### config.mk
export PLATFORM = sky130hd
export DESIGN_NAME = rldac_top
export DESIGN_NICKNAME = d
export VERILOG_FILES = /design/src/design/rldac_pkg.sv /design/src/design/rldac_top.sv
export SDC_FILE = /design/constraint.sdc
export NUM_CORES = 1
export LEC_CHECK = 0
export BUFFER_PORTS_ARGS = -buffer_cell sky130_fd_sc_hd__buf_2
export CAP_MARGIN = 20
export CELL_PAD_IN_SITES_DETAIL_PLACEMENT = 1
export CELL_PAD_IN_SITES_GLOBAL_PLACEMENT = 1
export CORE_ASPECT_RATIO = 0.7
export CORE_MARGIN = 5
export CORE_UTILIZATION = 29
export CTS_BUF_LIST = sky130_fd_sc_hd__clkbuf_4 sky130_fd_sc_hd__clkbuf_8
export DETAILED_ROUTE_END_ITERATION = 6
export PLACE_DENSITY_LB_ADDON = 0.1
export SKIP_CTS_REPAIR_TIMING = 1
export SLEW_MARGIN = 20
export SYNTH_ARGS = -nofsm -noshare
export SYNTH_HDL_FRONTEND = slang
export SYNTH_SLANG_ARGS = --single-unit
### constraint.sdc
create_clock -name clk -period 1.7 [get_ports clk]
set_input_delay 0.085 -clock clk [delete_from_list [all_inputs] [get_ports clk]]
set_output_delay 0.085 -clock clk [all_outputs]
set_load 0.05 [all_outputs]
### src/design/rldac_pkg.sv
package rldac_pkg;

  // ************************************************************
  // Register map (byte addresses, one word each)
  // ************************************************************
  localparam logic [11:0] RLDAC_CTRL_OFFSET = 12'h000;
  localparam logic [11:0] RLDAC_LEVEL_OFFSET = 12'h004;
  localparam logic [11:0] RLDAC_SLEEP_OFFSET = 12'h008;
  localparam logic [11:0] RLDAC_STATUS_OFFSET = 12'h00C;

  // ************************************************************
  // Field positions of the source and pin control register
  // ************************************************************
  localparam int RLDAC_EN_BIT = 7;
  localparam int RLDAC_OE1_BIT = 5;
  localparam int RLDAC_OE2_BIT = 4;
  localparam int RLDAC_PSS_LSB = 2;
  localparam int RLDAC_NSS_BIT = 0;
  localparam logic [7:0] RLDAC_CTRL_WMASK = 8'hBD;

  // ************************************************************
  // Reset values
  // ************************************************************
  localparam logic [7:0] RLDAC_CTRL_RESET = 8'h00;
  localparam logic [7:0] RLDAC_LEVEL_RESET = 8'h00;

  // ************************************************************
  // Positive source codes
  // ************************************************************
  typedef enum logic [1:0] {
    RLDAC_PSS_SUPPLY = 2'b00,
    RLDAC_PSS_VREF_PIN = 2'b01,
    RLDAC_PSS_FIXED_REF = 2'b10,
    RLDAC_PSS_RESERVED = 2'b11
  } rldac_pss_t;

  // ************************************************************
  // AHB-Lite encodings
  // ************************************************************
  localparam logic [1:0] RLDAC_HTRANS_NONSEQ = 2'h2;
  localparam logic [2:0] RLDAC_HSIZE_WORD = 3'h2;

endpackage

### src/design/rldac_top.sv
// Decided for this implementation: the placing of the registers and register access over AHB-Lite.
`timescale 1ns/1ns

// Functional notes
// - Converter active only while enable bit set
// - Eight-bit code selects one of 256 levels
// - Output equals bottom plus span times code/256
// - Top source: supply, reference pin, fixed buffer
// - Bottom source: reference pin or ground
// - Two enables connect level to each pin
// - Selected pin loses digital driver and detector
// - Digital read of selected pin returns zero
// - Converter keeps running during sleep
// - Wake from sleep keeps control register intact
// - Reset disables, removes pins, clears code
// - Bits six and one read zero
// - Output net feeds comparator, ADC, both pins
module rldac_top (
  // Clock and reset
  input wire logic clk,
  input wire logic reset,
  // AHB-Lite slave
  input wire logic hsel,
  input wire logic [11:0] haddr,
  input wire logic [1:0] htrans,
  input wire logic hwrite,
  input wire logic [2:0] hsize,
  input wire logic [31:0] hwdata,
  input wire logic hready,
  output logic [31:0] hrdata,
  output logic hreadyout,
  output logic hresp,
  // Device sleep state
  input wire logic sleep_active,
  // Analog ladder control
  output logic ladder_active,
  output logic [7:0] ladder_tap,
  output rldac_pkg::rldac_pss_t top_source_select,
  output logic bottom_source_select,
  output logic tap_to_comparator,
  output logic tap_to_adc_channel,
  output logic tap_to_pin_one,
  output logic tap_to_pin_two,
  // Reference output pin one port logic
  input wire logic pin_one_port_out,
  input wire logic pin_one_port_oe,
  input wire logic pin_one_in,
  output logic pin_one_out,
  output logic pin_one_oe,
  output logic pin_one_digital_in,
  output logic pin_one_detector_enable,
  // Reference output pin two port logic
  input wire logic pin_two_port_out,
  input wire logic pin_two_port_oe,
  input wire logic pin_two_in,
  output logic pin_two_out,
  output logic pin_two_oe,
  output logic pin_two_digital_in,
  output logic pin_two_detector_enable
);
  import rldac_pkg::*;

  // ************************************************************
  // Bus address phase capture
  // ************************************************************
  logic wr_pend_q, wr_pend_d;
  logic [11:0] wr_addr_q, wr_addr_d;
  logic [31:0] hrdata_q, hrdata_d;
  logic access;
  logic [7:0] ctrl_q, ctrl_d;
  logic [7:0] level_q, level_d;
  logic [7:0] write_byte;

  assign access = hsel && hready && (htrans == RLDAC_HTRANS_NONSEQ)
                  && (hsize == RLDAC_HSIZE_WORD);
  assign write_byte = hwdata[7:0];

  // Zero wait states, always OKAY
  assign hreadyout = 1'b1;
  assign hresp = 1'b0;
  assign hrdata = hrdata_q;

  always_comb begin
    wr_pend_d = access && hwrite;
    wr_addr_d = access ? haddr : wr_addr_q;
    hrdata_d = hrdata_q;
    if (access && !hwrite) begin
      case (haddr)
        RLDAC_CTRL_OFFSET: hrdata_d = {24'h000000, ctrl_q};
        RLDAC_LEVEL_OFFSET: hrdata_d = {24'h000000, level_q};
        RLDAC_SLEEP_OFFSET: hrdata_d = {31'h00000000, sleep_active};
        RLDAC_STATUS_OFFSET: hrdata_d = {28'h0000000, tap_to_pin_two,
                                         tap_to_pin_one, ladder_active, 1'b0};
        default: hrdata_d = 32'h00000000;
      endcase
    end
  end

  always_ff @(posedge clk) begin
    if (reset) begin
      wr_pend_q <= 1'b0;
      wr_addr_q <= 12'h000;
      hrdata_q <= 32'h00000000;
    end else begin
      wr_pend_q <= wr_pend_d;
      wr_addr_q <= wr_addr_d;
      hrdata_q <= hrdata_d;
    end
  end

  // ************************************************************
  // Control registers
  // ************************************************************
  // Sleep is deliberately not an input here: entering or leaving it
  // never touches these registers, so the ladder keeps its setting.
  always_comb begin
    ctrl_d = ctrl_q;
    level_d = level_q;
    if (wr_pend_q && wr_addr_q == RLDAC_CTRL_OFFSET) begin
      ctrl_d = write_byte & RLDAC_CTRL_WMASK;
    end
    if (wr_pend_q && wr_addr_q == RLDAC_LEVEL_OFFSET) begin
      level_d = write_byte;
    end
  end

  always_ff @(posedge clk) begin
    if (reset) begin
      ctrl_q <= RLDAC_CTRL_RESET;
      level_q <= RLDAC_LEVEL_RESET;
    end else begin
      ctrl_q <= ctrl_d;
      level_q <= level_d;
    end
  end

  // ************************************************************
  // Ladder steering
  // ************************************************************
  // The analog tap is bottom + span * code / 256; digital side only
  // supplies the code and the selects.
  assign ladder_active = ctrl_q[RLDAC_EN_BIT];
  assign ladder_tap = level_q;
  // Reserved code 11 is passed through unchanged; software avoids it
  assign top_source_select = rldac_pss_t'(ctrl_q[RLDAC_PSS_LSB +: 2]);
  assign bottom_source_select = ctrl_q[RLDAC_NSS_BIT];
  assign tap_to_comparator = ladder_active;
  assign tap_to_adc_channel = ladder_active;
  assign tap_to_pin_one = ctrl_q[RLDAC_OE1_BIT];
  assign tap_to_pin_two = ctrl_q[RLDAC_OE2_BIT];

  // ************************************************************
  // Pin override
  // ************************************************************
  // Selecting the pin for the reference wins over the port driver
  assign pin_one_oe = pin_one_port_oe && !tap_to_pin_one;
  assign pin_one_out = tap_to_pin_one ? 1'b0 : pin_one_port_out;
  assign pin_one_detector_enable = !tap_to_pin_one;
  assign pin_one_digital_in = pin_one_in && !tap_to_pin_one;
  assign pin_two_oe = pin_two_port_oe && !tap_to_pin_two;
  assign pin_two_out = tap_to_pin_two ? 1'b0 : pin_two_port_out;
  assign pin_two_detector_enable = !tap_to_pin_two;
  assign pin_two_digital_in = pin_two_in && !tap_to_pin_two;

endmodule

==> metrics.csv <==
metric;value;unit
clk_path_buf_depth;2;
synth_compound_area_share;8.284;%
die-area;0.007544;mm2
finish.net_count;328;
synth_cell_type_count;30;
setup_viol;0;
fp.dieH;74.19;um
grt_max_degree;15;
worst-endpoint-required;1.87;ns
regArea;700.7;um2
first_iter_violations;49;
synth_simple_gate_area_share;22.58;%
cts_tree;done;
syn2layout_area_growth;25.81;%
synth_area_leaders;dfxtp_1 (41%), buf_4 (12%), mux2i_1 (11%);
cts.sinks;35;
synth_top_area_share;41.06;%
leakage;1.070;nW
dp_hpwl;3.879;mm
rows;23;
fillCellCount;714;
grt_pass1_wl;7.355;mm
ant_nets;0;
final_common_cell;buf_2;
start_util;29.80;%
drive_above_1_share;35.21;%
placed_area;0.002059;mm2
p_comb_share;15.9;%
via_per_inst;4.348;
synth_xor_area_share;0;%
cp.arrival;1.63;ns
avgSynthCellArea;8.752;um2
coreArea;0.005727;mm2
grt-ovfl-total;0;
vdd_drop_max;0.2526;mV
clkPwrFrac;35.4;%
synthMuxAreaShare;12.54;%
wirelength;4.695;mm
fin_crit_sh;85.78;%
htreeDepth;2;
worstSetupPathType;reg2reg;
grt_pass1_vias;1539;
finalHoldViolCount;0;
synth-seq-area-share;41.06;%
synth_fa_ha_area_share;0;%
clk_pin_slew;0.07;ns
track_usage;12.75;%
antenna_found_initial;0;
layout_common_cells;buf_2 (68), dfxtp_1 (35), conb_1 (26);
dp_worst_setup_slack;0.2353;ns
io_pins;119;
portBuffers;68;
synth_top_cell_by_area;dfxtp_1;
end_kind;flip-flop;
min_period;1.458;ns
via_count;1487;
maxCapViolCount;0;
fin_total_pwr;1.690;mW
final_area;0.002147;mm2
n_antenna_cell;0;
slew_viol_final;0;
intPower;1.195;mW
route.detailed.drc;0;
chipWidth;101.7;um
ys_warn_count;0;
gp_congestion;0.6981;
switchingPower;494.7;uW
cts_root_buf;clkbuf_8;
swShare;29.27;%
ys_ff_latch;35;
status;completed;
worstHoldPathType;in2reg;
wl_per_cell;13.73;um
critPathLaunchType;flip-flop;
clock.fmax;0.6858;GHz
tns;0;ns
synth_top_family_by_area;simple AND/OR/NAND/NOR gates;
synthCells;195;
seqPwrFrac;48.6;%
syn-cell-area;0.001707;mm2
setup_ws;0.2418;ns
clock_latency;0.28;ns
critical_path.max_fanout;8;
rsz0062_at_grt;false;
firstDrtPassIters;4;
cts_inserted_buffers;5;
fin_worst_skew;0.006788;ns
power_density;787.2;mW/mm2
multi_input_area;838.3;um2
## cell families after synthesis
logic type,after synthesis
simple gates,72
buf+inv,40
flops,35
compound gates,25
mux,21
other cells,2
## power by group through the flow
stage                     logic (mW)  registers, mW  clock network (mW)
after floorplan                0.243          0.841                   0
after global placement         0.267          0.841                   0
after detailed placement       0.268          0.841                   0
after CTS                      0.268          0.822               0.622
after global routing           0.288          0.822               0.658
final                          0.269          0.822               0.599
## state kept, by name, summed over array words and instances, names as in the netlist
name and flops:
hrdata 8, ctrl_q 6, wr_pend_q 1, ladder_tap 8
wr_addr_q 12
## worst max-delay path, cell delays in order, from the launching register on
cell and delay [ns]:
dfxtp_1 0.33, nor4_2 0.46, nand4_2 0.14, buf_4 0.21
mux2i_1 0.16, nor2_1 0.05
## worst paths after layout
check	startpoint	endpoint	slack [ns]	cells past startpoint
min	hwdata[1]	ladder_tap[1]$_SDFFE_PP0P_	0.04	3
max	wr_addr_q[11]$_SDFFE_PP0N_	ladder_tap[5]$_SDFFE_PP0P_	0.24	5
min reg2reg	hrdata[1]$_SDFFE_PP0P_	hrdata[1]$_SDFFE_PP0P_	0.45	2
max reg2reg	wr_addr_q[11]$_SDFFE_PP0N_	ladder_tap[5]$_SDFFE_PP0P_	0.24	5
## routing by layer
| layer | vias up | GRT usage, % | routed length (um) | share of wire, % |
|---|---|---|---|---|
| met1 | 675 | 18.14 | 2375 | 51 |
| met5 | - | 0 | 0 | 0 |
| met2 | 54 | 18.55 | 1959 | 42 |
| li1 | 756 | - | - | - |
| met4 | 0 | 4.425 | 41 | 0.87 |
| met3 | 2 | 3.468 | 318 | 6.8 |
## Yosys cell counts (all sizes together)
library cell / count
nor2b: 7
clkbuf: 8
inv: 3
nand3b: 1
nand3: 12
nand2: 22
and4bb: 1
nor4: 4
nor2: 17
mux2: 3
and3b: 1
a22oi: 2
o21ai: 4
and4: 1
nor4b: 1
mux2i: 18
a31oi: 1
dfxtp: 35
nand4b: 1
and2: 1
nand4: 2
nor3: 1
a21oi: 14
conb: 2
buf: 29
o31ai: 4
## stage by stage
step / instances / hold slack, ns / util, %
after floorplan: 219 / 0.2289 / -
after global placement: 335 / 0.3188 / 35.96
after global routing: 342 / 0.05899 / 37.49
after CTS: 342 / 0.03889 / 37.49
final: 342 / 0.03931 / 37.49
after detailed placement: 335 / 0.3356 / 35.96
## final cells by class
| cell class | count | area share (%) |
|---|---|---|
| clock buffers | 6 | 3.846 |
| repair buffers | 78 | 19.35 |
| multi-input cells | 144 | 39.04 |
| well taps | 75 | 4.371 |
| flip-flops and latches | 35 | 32.63 |
| clock inverters | 1 | 0.2331 |
| inverters | 3 | 0.5245 |
Note: power is estimated with default switching activity, not from simulation.
